===== src/pms_pkg.sv =====
// Package: constants and types for the power mode sequencer
package pms_pkg;
   // ------------------------------------------------------------
   // Timing
   // ------------------------------------------------------------
   localparam int CLK_MHZ = 100;
   localparam int IDLE_TIMEOUT_US = 1000;
   localparam int IDLE_TIMEOUT_CYC = IDLE_TIMEOUT_US * CLK_MHZ;
   localparam int LP_WAKE_US = 500;
   localparam int LP_WAKE_CYC = LP_WAKE_US * CLK_MHZ;
   localparam int CNT_W = 32;
   localparam logic [CNT_W-1:0] CNT_RST = 32'h0000_0000;
   localparam logic RST_SYNC_RST = 1'b0;

   // ------------------------------------------------------------
   // Modes
   // ------------------------------------------------------------
   typedef enum logic [1:0]
   {
      PMS_ACTIVE = 2'b00,
      PMS_IDLE = 2'b01,
      PMS_SLEEP = 2'b10,
      PMS_DEEP_OFF = 2'b11
   } pms_mode_t;
   localparam pms_mode_t MODE_RST = PMS_ACTIVE;
endpackage


===== src/pms_power_mode_sequencer.sv =====
// Power mode sequencer: mode stepping, deep-off supply control, RF gating
// Functional notes
// - Four modes: active, idle, sleep, deep-off; sleep only if enabled.
// - Step to next lower mode after programmed inactivity period.
// - Activity returns directly to active from any lower mode.
// - Deep-off switches off core supply output and amplifier supply.
// - I/O domain stays powered in deep-off; user event restores power.
// - Deep-off entry disables on-chip regulator under firmware enable.
// - Low-power connection runs on low-power clock, wakes after period.
// - RF on during packet transmit or receive, or on register request, in any mode but deep-off.
// - Features invoked by register controls or baseband packet handling.
// - Low external reset holds the block in reset.
module pms_power_mode_sequencer
   import pms_pkg::*;
#(
   parameter int IDLE_TIMEOUT = pms_pkg::IDLE_TIMEOUT_CYC,
   parameter int LP_WAKE = pms_pkg::LP_WAKE_CYC
)
(
   input wire logic MCLK,
   input wire logic RST_N,
   input wire logic EXT_RESET_N,
   input wire logic USER_EVENT,
   input wire logic SLEEP_ENABLE,
   input wire logic [31:0] INACT_PERIOD,
   input wire logic REG_OFF_ENABLE,
   input wire logic LP_CONN_REQ,
   input wire logic REG_RF_REQ,
   input wire logic BB_TX_ACTIVE,
   input wire logic BB_RX_ACTIVE,
   input wire logic REG_DEEP_OFF_REQ,
   input wire logic BB_DEEP_OFF_REQ,
   output logic [1:0] POWER_MODE,
   output logic CORE_SUPPLY_EN,
   output logic AMP_SUPPLY_EN,
   output logic IO_SUPPLY_EN,
   output logic REGULATOR_EN,
   output logic LP_OSC_SEL,
   output logic LP_WAKE_PULSE,
   output logic RF_EN,
   output logic IN_RESET
);
   import pms_pkg::*;

   // ------------------------------------------------------------
   // Reset and input synchronisers
   // ------------------------------------------------------------
   // Pin inputs use three stages; only stages two and three are compared
   logic [2:0] xr_reg, xr_next;
   logic [2:0] ev_reg, ev_next;
   logic rst_ok_reg, rst_ok_next;
   logic act_reg, act_next;
   logic live;

   always_comb
   begin
      xr_next = {xr_reg[1:0], EXT_RESET_N};
      ev_next = {ev_reg[1:0], USER_EVENT};
      rst_ok_next = rst_ok_reg;
      act_next = act_reg;
      if (xr_reg[2] == xr_reg[1])
      begin
         rst_ok_next = xr_reg[2];
      end
      if (ev_reg[2] == ev_reg[1])
      begin
         act_next = ev_reg[2];
      end
   end

   always_ff @(posedge MCLK)
   begin
      if (!RST_N)
      begin
         xr_reg <= 3'h0;
         ev_reg <= 3'h0;
         rst_ok_reg <= RST_SYNC_RST;
         act_reg <= 1'b0;
      end
      else
      begin
         xr_reg <= xr_next;
         ev_reg <= ev_next;
         rst_ok_reg <= rst_ok_next;
         act_reg <= act_next;
      end
   end

   // Held in reset until the synchronised external reset is high
   assign live = rst_ok_reg;

   // ------------------------------------------------------------
   // Mode sequencing
   // ------------------------------------------------------------
   pms_mode_t mode_reg, mode_next;
   logic [CNT_W-1:0] cnt_reg, cnt_next;
   logic [CNT_W-1:0] lp_reg, lp_next;
   logic wake_reg, wake_next;
   logic deep_req;

   function automatic pms_mode_t lower_mode(pms_mode_t m, logic slp_en);
      pms_mode_t r;
      r = m;
      case (m)
         PMS_ACTIVE: r = PMS_IDLE;
         PMS_IDLE: r = slp_en ? PMS_SLEEP : PMS_DEEP_OFF;
         PMS_SLEEP: r = PMS_DEEP_OFF;
         PMS_DEEP_OFF: r = PMS_DEEP_OFF;
         default: r = PMS_ACTIVE;
      endcase
      return r;
   endfunction

   assign deep_req = REG_DEEP_OFF_REQ | BB_DEEP_OFF_REQ;

   always_comb
   begin
      mode_next = mode_reg;
      cnt_next = cnt_reg;
      lp_next = lp_reg;
      wake_next = 1'b0;
      if (!live)
      begin
         mode_next = MODE_RST;
         cnt_next = CNT_RST;
         lp_next = CNT_RST;
      end
      else if (act_reg)
      begin
         mode_next = PMS_ACTIVE;
         cnt_next = CNT_RST;
      end
      else if (deep_req)
      begin
         mode_next = PMS_DEEP_OFF;
         cnt_next = CNT_RST;
      end
      else if (mode_reg != PMS_DEEP_OFF)
      begin
         // A zero period falls back to the default timeout
         if (cnt_reg + 32'h1 >= ((INACT_PERIOD == 32'h0) ?
             32'(IDLE_TIMEOUT) : INACT_PERIOD))
         begin
            mode_next = lower_mode(mode_reg, SLEEP_ENABLE);
            cnt_next = CNT_RST;
         end
         else
         begin
            cnt_next = cnt_reg + 32'h1;
         end
      end
      // Low-power connection interval runs independently of mode stepping
      if (live && LP_CONN_REQ && !act_reg)
      begin
         if (lp_reg + 32'h1 >= 32'(LP_WAKE))
         begin
            lp_next = CNT_RST;
            wake_next = 1'b1;
         end
         else
         begin
            lp_next = lp_reg + 32'h1;
         end
      end
      else
      begin
         lp_next = CNT_RST;
      end
   end

   always_ff @(posedge MCLK)
   begin
      if (!RST_N)
      begin
         mode_reg <= MODE_RST;
         cnt_reg <= CNT_RST;
         lp_reg <= CNT_RST;
         wake_reg <= 1'b0;
      end
      else
      begin
         mode_reg <= mode_next;
         cnt_reg <= cnt_next;
         lp_reg <= lp_next;
         wake_reg <= wake_next;
      end
   end

   // ------------------------------------------------------------
   // Supply and RF controls
   // ------------------------------------------------------------
   logic core_reg, core_next;
   logic amp_reg, amp_next;
   logic regu_reg, regu_next;
   logic lpo_reg, lpo_next;
   logic rf_reg, rf_next;

   always_comb
   begin
      core_next = (mode_next != PMS_DEEP_OFF);
      amp_next = (mode_next != PMS_DEEP_OFF);
      regu_next = !(mode_next == PMS_DEEP_OFF && REG_OFF_ENABLE);
      lpo_next = live && LP_CONN_REQ && !act_reg;
      // RF follows the packet engine; register request also allowed
      rf_next = live && (mode_next != PMS_DEEP_OFF) &&
                (BB_TX_ACTIVE | BB_RX_ACTIVE | REG_RF_REQ);
   end

   always_ff @(posedge MCLK)
   begin
      if (!RST_N)
      begin
         core_reg <= 1'b1;
         amp_reg <= 1'b1;
         regu_reg <= 1'b1;
         lpo_reg <= 1'b0;
         rf_reg <= 1'b0;
      end
      else
      begin
         core_reg <= core_next;
         amp_reg <= amp_next;
         regu_reg <= regu_next;
         lpo_reg <= lpo_next;
         rf_reg <= rf_next;
      end
   end

   assign POWER_MODE = mode_reg;
   assign CORE_SUPPLY_EN = core_reg;
   assign AMP_SUPPLY_EN = amp_reg;
   // The I/O domain is never switched; it hosts the wake logic
   assign IO_SUPPLY_EN = 1'b1;
   assign REGULATOR_EN = regu_reg;
   assign LP_OSC_SEL = lpo_reg;
   assign LP_WAKE_PULSE = wake_reg;
   assign RF_EN = rf_reg;
   assign IN_RESET = !rst_ok_reg;
endmodule


===== config.mk =====
export PLATFORM = sky130hd
export DESIGN_NAME = pms_power_mode_sequencer
export DESIGN_NICKNAME = d
export VERILOG_FILES = /design/src/pms_pkg.sv /design/src/pms_power_mode_sequencer.sv
export SDC_FILE = /design/constraint.sdc
export NUM_CORES = 1
export LEC_CHECK = 0
export BUFFER_PORTS_ARGS = -buffer_cell sky130_fd_sc_hd__buf_2
export CAP_MARGIN = 40
export CORE_MARGIN = 8
export CORE_UTILIZATION = 48
export DETAILED_ROUTE_END_ITERATION = 10
export PLACE_DENSITY = 0.75
export REMOVE_ABC_BUFFERS = 1
export SYNTH_ARGS = -nofsm -noshare
export SYNTH_HDL_FRONTEND = slang
export SYNTH_SLANG_ARGS = --single-unit

===== constraint.sdc =====
create_clock -name MCLK -period 5.6 [get_ports MCLK]
set_clock_uncertainty 0.2 [all_clocks]
set_input_delay 0.28 -clock MCLK [delete_from_list [all_inputs] [get_ports MCLK]]
set_output_delay 0.28 -clock MCLK [all_outputs]
set_load 0.01 [all_outputs]

# After elaboration in Yosys (flattened, before gate mapping)

Index checks and enable logic that the tools add are counted.

Bits in registers: 79
Logic and storage cells: 54

Add/sub/neg operators: 2
$lt $le $gt $ge: 2
Equal/unequal tests: 8
Mux-type cells: 10
Bitwise logic cells: 6
Reduce and logical (&&, ||, !) cells: 14

Operators with widths:

| cell                    | number |
|---|---|
| $add A32 B1 Y32 const B | 2 |
| $mux W32                | 2 |
| $ge A32 B16 Y1 const B  | 1 |
| $ge A32 B32 Y1          | 1 |
| $logic_not A32 Y1       | 1 |
| $mux W2                 | 5 |
| $eq A2 B2 Y1 const B    | 3 |
| $pmux W2 S3             | 1 |
| $logic_and A1 B1 Y1     | 5 |
| $ne A2 B2 Y1 const B    | 2 |
| $reduce_or A4 Y1        | 1 |
| $logic_not A1 Y1        | 3 |
| $not A1 Y1              | 3 |
| $or A1 B1 Y1            | 3 |
| $reduce_or A3 Y1        | 1 |
| $eq A1 B1 Y1            | 2 |
| $eq A2 B1 Y1 const B    | 1 |
| $logic_not A2 Y1        | 1 |
| $mux W1                 | 2 |
| $reduce_and A2 Y1       | 1 |
| $reduce_or A2 Y1        | 1 |

# Longest topological paths before layout

Gate-level depths: netlist of run 1.

Word-level depth: 11
Gate-level depth with buffers: 16

# Worst setup path before layout of run 1

No wires, ideal clock.

Kind: register to register
From: register cnt_reg[2]
To: register cnt_reg[3]
Setup time: 0.074 ns
Arrival: 3.611 ns
Data required time: 5.326 ns
Path slack: 1.715 ns
Cell stages (with the launch flop): 17
Buffers on the path: 3
Cells stage by stage: dfxtp_1 -> clkbuf_1 -> nand2_1 -> or4_1 -> clkbuf_1 -> nor2_1 -> and3_1 -> xor2_1 -> ha_1 -> a21oi_1 -> o21ai_0 -> a221oi_1 -> nand2_1 -> o21ai_1 -> clkbuf_1 -> nand4_1 -> a31oi_1

Cells in the longest elaborated chain, start to end: 3

Ends and longest elaborated chain:

| what                     | line                                                             | text |
|---|---|---|
| start: declaration       | pms_power_mode_sequencer.sv:96                                   | `logic [CNT_W-1:0] cnt_reg, cnt_next;` |
| start signal: assignment | pms_power_mode_sequencer.sv:183                                  | `cnt_reg <= cnt_next;` |
| $add A32 B1 Y32 *        | pms_power_mode_sequencer.sv:141, pms_power_mode_sequencer.sv:149 |  |
| $ge A32 B32 Y1           | pms_power_mode_sequencer.sv:141                                  | `if (cnt_reg + 32'h1 >= ((INACT_PERIOD == 32'h0) ?` |
| $mux W32 *               | pms_power_mode_sequencer.sv:141                                  |  |

Mark *: on every way between the ends. The rest lies on a longest branch, timed or not.
A chain may end at the register's enable or synchronous reset.

# Worst setup path in the final report of run 1

From: register cnt_reg[5]
To: register mode_reg[1] (netlist: POWER_MODE[1])

Cells in the longest elaborated chain, start to end: 7

Ends and longest elaborated chain:

| what                   | line                            | text |
|---|---|---|
| $add A32 B1 Y32        | pms_power_mode_sequencer.sv:141 |  |
| $ge A32 B32 Y1         | pms_power_mode_sequencer.sv:141 |  |
| $mux W2                | pms_power_mode_sequencer.sv:141 |  |
| $mux W2                | pms_power_mode_sequencer.sv:138 | `else if (mode_reg != PMS_DEEP_OFF)` |
| $mux W2                | pms_power_mode_sequencer.sv:133 | `else if (deep_req)` |
| $mux W2                | pms_power_mode_sequencer.sv:128 | `else if (act_reg)` |
| $mux W2                | pms_power_mode_sequencer.sv:122 | `if (!live)` |
| end signal: assignment | pms_power_mode_sequencer.sv:182 | `mode_reg <= mode_next;` |
| end: declaration       | pms_power_mode_sequencer.sv:95  | `pms_mode_t mode_reg, mode_next;` |

No other way between the ends.

==> flow_metrics.py, run 1 <==
metrics = {
    "outcome": {
        "status": "finished clean",
    },
    "die": {
        "start_util_pct": 49.6,
        "rows": 37,
        "die-height_microns": 119,
        "die_x_microns": 119,
        "core_region_area_sq_mm": 0.0103,
        "dieArea_sq_mm": 0.0142,
        "boundaryPins": 54,
    },
    "synth": {
        "syn_inst": 633,
        "synth_top_flop_cell": "dfxtp_1",
        "synth_top_cell_by_area": "dfxtp_1",
        "synthMuxAreaShare_pct": 1.25,
        "yosys-top-cells-area": "dfxtp_1 (31%), ha_1 (8.6%), nand4_1 (5.4%)",
        "avgSynthCellArea_sq_um": 8.09,
        "yosysSeqAreaShare_pct": 30.9,
        "yosys.area_share.xor_xnor_pct": 7.87,
        "syn_area_sq_mm": 0.00512,
        "async_reset_ff_share_pct": 0,
        "synth_top_family_by_area": "simple AND/OR/NAND/NOR gates",
        "synth_fa_ha_area_share_pct": 8.56,
        "synth-edff-count": 0,
        "ys_seq_elements": 79,
        "ys.warnings.count": 0,
        "yosysUniqueCellTypes": 61,
        "post-synth-top-count-cell": "dfxtp_1",
        "synth_compound_area_share_pct": 11.3,
        "synthTopCellsByCount": "dfxtp_1 (79), nand2_1 (72), nand4_1 (44), a21oi_1 (43)",
        "synth_top_area_share_pct": 30.9,
        "synth_simple_gate_area_share_pct": 33.7,
    },
    "clock_network": {
        "clkSlewWorstSetupHoldPaths_ps": 90,
        "h-tree-depth": 3,
        "clock_sinks": 79,
        "clkLatencyLatePin_ps": 370,
        "cts_buffers": 9,
        "clock_tree.root_cell": "clkbuf_8",
        "cts_tree": "built",
        "clk_path_buf_depth": 2,
    },
    "power_and_ir_drop": {
        "p_seq_share_pct": 55.7,
        "p_per_area_mw_per_mm2": 179,
        "internal_power_mw": 0.775,
        "switching_share_pct": 24.7,
        "p_leak_nw": 2.28,
        "p_sw_mw": 0.255,
        "clockPowerShare_pct": 38.8,
        "finalPower_mw": 1.03,
        "ir_drop_uv": 166,
        "combPwrFrac_pct": 5.5,
    },
    "setup_path": {
        "worstPathRequired_ps": 5660,
        "crit_type": "flip-flop to flip-flop",
        "cp_max_fo": 44,
        "arrival_ps": 5050,
        "worst_path_max_delay_cell": "or4_1",
        "start_kind": "flip-flop",
        "worstPathCellList": "nand4_1 > or4_1 > nor2_1 > and3_1 > xor2_1 > ha_1 > a21oi_1 > o21ai_0 > a221oi_1 > nand2_1 > o21ai_2 > buf_4 > a21boi_0 > o41a_1 > dlygate4sd3_1",
        "rr_worst_depth": 15,
        "worst_path_largest_cell_delay_ps": 600,
        "cp-end-kind": "flip-flop",
    },
    "sta": {
        "hold_viol_final": 0,
        "max_slew.worst_pin.slew_ps": 845,
        "drv_slew": 0,
        "max_freq_mhz": 200,
        "setup_violations": 0,
        "rsz0062_at_grt": "no",
        "min_period_over_period_pct": 89.1,
        "relSlewSlack_pct": 43.5,
        "setup_slack_ps": 612,
        "final.min_clock_period_ps": 4990,
    },
    "placed_design": {
        "hpwl_microns": 8920,
        "port_buffers": 52,
        "place_congestion": 0.844,
        "post-place-ws_ps": 1240,
    },
    "detailed_routing": {
        "drtPass1Iterations": 5,
        "vias": 4735,
        "wl_per_cell_microns": 14.6,
        "drt_wl_total_microns": 12000,
        "drc": 0,
        "ant_nets": 0,
        "viasPerCell": 5.73,
        "first_iter_violations": 341,
    },
    "hold_path": {
        "holdCritPathClass": "input pin to flip-flop",
        "hold-path-cell-count": 5,
    },
    "global_routing": {
        "antenna_found_initial": 0,
        "grt_max_degree": 45,
        "grt_util_all_layers_pct": 17.3,
        "grt_pass1_vias": 4636,
        "overflow": 0,
        "grt_pass1_wl_microns": 20700,
    },
    "final_layout": {
        "multi_input_area_sq_mm": 0.00329,
        "drive_above_1_share_pct": 14.6,
        "regArea_sq_mm": 0.00158,
        "final_net_count": 765,
        "n_fill_cell": 945,
        "area_growth_pct": 12.5,
        "diodes": 0,
    },
    "job": {
        "maxCapViolations": 0,
    },
}
==> repair_timing <==
action                    in CTS  in global routing
gates resized for setup        0                  0
setup buffers                  0                  0
hold endpoints to repair       7                  0
hold buffers                   8                  0
==> power by group through the flow <==
stage                     logic [mW]  clock network [mW]  registers, mW
after global routing          0.0643               0.432          0.575
after global placement        0.0493                   0          0.587
after detailed placement      0.0527                   0          0.587
final                         0.0566               0.400          0.574
after CTS                     0.0565               0.414          0.574
after floorplan               0.0271                   0          0.586
==> worst paths after layout <==
path	end	start	slack (ps)
setup / recovery	POWER_MODE[1]$_SDFF_PN0_	cnt_reg[5]$_SDFFE_PP0N_	610
hold / removal	RF_EN$_SDFF_PN0_	REG_RF_REQ	80
setup reg to reg	POWER_MODE[1]$_SDFF_PN0_	cnt_reg[5]$_SDFFE_PP0N_	610
hold reg to reg	ev_reg[1]$_SDFF_PN0_	ev_reg[0]$_SDFF_PN0_	240
==> kinds of logic (layout without fill, tap and decap cells) <==
group	after synthesis	in the layout
fa+ha+maj	35	35
simple gates	295	295
mux	6	6
buf+inv	74	117
other cells	2	17
compound gates	96	96
xor+xnor	46	46
flops	79	79
==> critical path, delay by kind of cell (launching register included) <==
kind / cells / cell delay (ps)
buffers and inverters: 2 / 980
adders and majority gates: 1 / 280
and+or+nand+nor: 5 / 1540
DFF: 1 / 470
AOI/OAI and AO/OA: 6 / 1210
xor gates and xnor gates: 1 / 210
==> through the flow <==
| step | instances | utilization (%) | hold WS [ps] | setup TNS [ps] | area (sq um) |
|---|---|---|---|---|---|
| global route | 827 | 55.8 | 108 | 0 | 5760 |
| CTS | 827 | 55.8 | 64.4 | 0 | 5760 |
| floorplan | 610 | - | 179 | -162 | 4990 |
| detailed placement | 803 | 53.2 | 222 | 0 | 5500 |
| finish | 827 | 55.8 | 82.2 | 0 | 5760 |
| global placement | 801 | 52.9 | 216 | 0 | 5460 |
==> cell type report <==
cell class                 count  area share [%]
clock inverter                 5           0.717
sequential                    79            27.5
inverter                      36            2.35
timing repair buffer          65            6.97
multi-input combinational    495            57.1
tap                          136            2.95
clock buffer                  11            2.45
==> cell usage in the layout (no fill, tap or decap), types with 4 or more instances in the layout <==
cell | Yosys | final
dlygate4sd3_1 | 0 | 8
nor3_1 | 22 | 22
nand2_1 | 72 | 72
dfxtp_1 | 79 | 79
ha_1 | 35 | 35
nor4_2 | 12 | 12
xor2_1 | 19 | 19
and2_1 | 8 | 8
clkbuf_8 | 0 | 10
and3_1 | 9 | 9
a31oi_1 | 8 | 8
nor2_1 | 33 | 33
a21oi_1 | 43 | 43
nor4_1 | 22 | 22
buf_2 | 7 | 52
inv_1 | 35 | 35
o211ai_1 | 10 | 10
nor2b_1 | 4 | 4
nand3_1 | 33 | 33
or3_1 | 4 | 4
nand4_1 | 44 | 44
o21ai_0 | 12 | 12
conb_1 | 2 | 17
xnor2_1 | 27 | 27
and4_1 | 7 | 7
==> layer usage <==
metal  wire length, microns  vias up  global-route usage, %
met5                      0        -                      0
met4                    195        0                   5.85
met3                    454       15                   4.35
met2                   6040      117                   29.9
met1                   5360     2219                   20.4
li1                       -     2384                      -
(Power assumes the default switching activity.)
==> run 2: changes to the inputs <==
--- a/config.mk
+++ b/config.mk
@@ -5,12 +5,12 @@
 export SDC_FILE = /design/constraint.sdc
 export NUM_CORES = 1
 export LEC_CHECK = 0
-export BUFFER_PORTS_ARGS = -buffer_cell sky130_fd_sc_hd__buf_2
 export CAP_MARGIN = 40
 export CORE_MARGIN = 8
 export CORE_UTILIZATION = 48
 export DETAILED_ROUTE_END_ITERATION = 10
-export PLACE_DENSITY = 0.75
+export DONT_BUFFER_PORTS = 1
+export PLACE_DENSITY = 0.71
 export REMOVE_ABC_BUFFERS = 1
 export SYNTH_ARGS = -nofsm -noshare
 export SYNTH_HDL_FRONTEND = slang
==> run 2 against run 1 <==
Critical path depth did not move; utilization fell by 1.8 points; via count fell by 4.5%; routed wire length fell by 1.8%; sequential power barely moved; sequential share of layout area rose by 0.91 points.
==> flow_metrics.py, run 2 (synthesis results as in run 1) <==
metrics = {
    "setup_path": {
        "critPathBufInv": 2,
        "worstPathCellList": "nand4_1 > or4_1 > nor2_1 > and3_1 > xor2_1 > ha_1 > a21oi_1 > o21ai_0 > a221oi_1 > nand2_1 > o21ai_2 > buf_4 > a21boi_0 > o41a_1 > dlygate4sd3_1",
        "start_kind": "flip-flop",
        "r2r-start": "cnt_reg[5]$_SDFFE_PP0N_",
        "worstPathRequired_ps": 5650,
        "cp-end-kind": "flip-flop",
        "ff2ff_setup_slack_ps": 550,
        "rr_worst_depth": 15,
        "cp_max_fo": 13,
        "crit_type": "flip-flop to flip-flop",
        "worst_path_max_delay_cell": "or4_1",
        "worst_path_largest_cell_delay_ps": 590,
        "worstReg2RegEnd": "POWER_MODE[1]$_SDFF_PN0_",
        "critical-path-top-delay-family": "simple AND/OR/NAND/NOR gates",
        "arrival_ps": 5100,
    },
    "placed_design": {
        "hpwl_microns": 8760,
        "place_congestion": 0.856,
        "placed_cells": 752,
        "port_buffers": 0,
    },
    "final_layout": {
        "area_growth_pct": 8.90,
        "final_net_count": 714,
        "final_cells": 776,
        "layout_commonest_cell": "dfxtp_1",
        "diodes": 0,
        "final_cell_mix": "dfxtp_1 (79), nand2_1 (72), nand4_1 (44)",
        "drive_above_1_share_pct": 7.97,
        "n_fill_cell": 929,
    },
    "power_and_ir_drop": {
        "clockPowerShare_pct": 46.5,
        "switching_share_pct": 22.2,
        "internal_power_mw": 0.889,
        "ir_drop_uv": 143,
        "p_sw_mw": 0.254,
        "p_seq_share_pct": 50.2,
        "combPwrFrac_pct": 3.3,
        "p_leak_nw": 2.11,
        "p_per_area_mw_per_mm2": 205,
    },
    "detailed_routing": {
        "viasPerCell": 5.83,
        "drtPass1Iterations": 5,
        "drc": 0,
        "first_iter_violations": 310,
        "drt_wl_total_microns": 11800,
        "vias": 4521,
        "wl_per_cell_microns": 15.2,
        "ant_nets": 0,
    },
    "sta": {
        "final.min_clock_period_ps": 5050,
        "rsz0062_at_grt": "no",
        "min_period_over_period_pct": 90.1,
        "relSlewSlack_pct": 44.4,
        "max_slew.worst_pin.slew_ps": 831,
        "setup_violations": 0,
        "hold_viol_final": 0,
        "max_freq_mhz": 198,
        "drv_slew": 0,
        "hold_ws_ps": 68.3,
    },
    "global_routing": {
        "overflow": 0,
        "grt_max_degree": 44,
        "grt_pass1_vias": 4253,
        "grt_util_all_layers_pct": 16.4,
        "grt_pass1_wl_microns": 19700,
        "antenna_found_initial": 0,
    },
    "clock_network": {
        "clock_sinks": 79,
        "cts_tree": "built",
        "h-tree-depth": 3,
        "clk_path_buf_depth": 2,
        "clock_tree.root_cell": "clkbuf_8",
        "cts_setup_buffers": 0,
        "clkLatencyLatePin_ps": 360,
        "clkSlewWorstSetupHoldPaths_ps": 90,
        "cts_buffers": 9,
    },
    "die": {
        "boundaryPins": 54,
        "core_region_area_sq_mm": 0.0103,
        "die_x_microns": 119,
        "start_util_pct": 49.6,
        "dieArea_sq_mm": 0.0142,
        "die-height_microns": 119,
        "rows": 37,
    },
    "outcome": {
        "status": "finished clean",
    },
    "hold_path": {
        "hold_end": "POWER_MODE[0]$_SDFF_PN0_",
        "hold-path-cell-count": 3,
        "hp-start": "SLEEP_ENABLE",
        "holdCritPathClass": "input pin to flip-flop",
    },
    "job": {
        "maxCapViolations": 0,
    },
}
==> run 2: changes by cell type in the layout (fill, tap and decap cells not counted), sizes merged <==
| cell | change |
|---|---|
| buf | -51 |
| bufinv | +3 |
| clkbuf | -2 |
| clkinv | -2 |
| inv | +1 |
==> run 2: stage by stage <==
stage	setup TNS [ps]	worst slack [ps]	power [mW]	util, %	area (sq um)
2_1_floorplan	-162	-162	0.613	-	4990
3_3_place_gp	0	1340	0.619	50.4	5200
3_5_place_dp	0	1200	0.621	50.8	5240
4_1_cts	0	617	1.16	54.0	5570
5_1_grt	0	246	1.18	54.0	5570
6_report	0	554	1.14	54.0	5570
==> run 2: layer usage <==
layer  track usage (%)  routed length, microns
met1              19.9                    5380
met2              27.4                    5690
met3              3.40                     500
met4              7.67                     255
met5                 0                       0
==> run 2: power groups by stage <==
stage / registers (mW) / clock network, mW / logic [mW]
2_1_floorplan: 0.586 / 0 / 0.0271
3_3_place_gp: 0.587 / 0 / 0.0317
3_5_place_dp: 0.587 / 0 / 0.0336
4_1_cts: 0.574 / 0.543 / 0.0379
5_1_grt: 0.575 / 0.565 / 0.0435
6_report: 0.574 / 0.532 / 0.0378
==> run 2: area by class of cell <==
type / instances / area [sq um] / share of cell area, %
multi-input combinational: 495 / 3290 / 59.0
sequential: 79 / 1580 / 28.4
tap: 136 / 170 / 3.05
timing repair buffer: 14 / 149 / 2.67
inverter: 36 / 135 / 2.42
clock inverter: 7 / 126 / 2.27
clock buffer: 9 / 124 / 2.22
==> run 2: what timing repair did <==
action                                 in CTS  in global routing
hold buffers                                8                  0
endpoints found under the hold margin      11                  0
gates resized for setup                     0                  0
==> run 2: worst register-to-register path: stages, from the launching register on <==
cell           delay [ps]
dfxtp_1               470
nand4_1               210
or4_1                 590
nor2_1                360
and3_1                240
xor2_1                200
ha_1                  270
a21oi_1               140
o21ai_0               110
a221oi_1              360
nand2_1               110
o21ai_2               430
buf_4                 270
a21boi_0              100
o41a_1                320
dlygate4sd3_1         560
==> run 2: how the worst max path moves through the flow <==
stage	from	to	cells past startpoint
2_1_floorplan	cnt_reg[5]$_SDFFE_PP0N_	POWER_MODE[1]$_SDFF_PN0_	12
5_1_grt	cnt_reg[5]$_SDFFE_PP0N_	POWER_MODE[1]$_SDFF_PN0_	15
3_5_place_dp	cnt_reg[5]$_SDFFE_PP0N_	POWER_MODE[1]$_SDFF_PN0_	14
3_3_place_gp	cnt_reg[5]$_SDFFE_PP0N_	POWER_MODE[1]$_SDFF_PN0_	14
6_report	cnt_reg[5]$_SDFFE_PP0N_	POWER_MODE[1]$_SDFF_PN0_	15
4_1_cts	cnt_reg[5]$_SDFFE_PP0N_	POWER_MODE[1]$_SDFF_PN0_	15
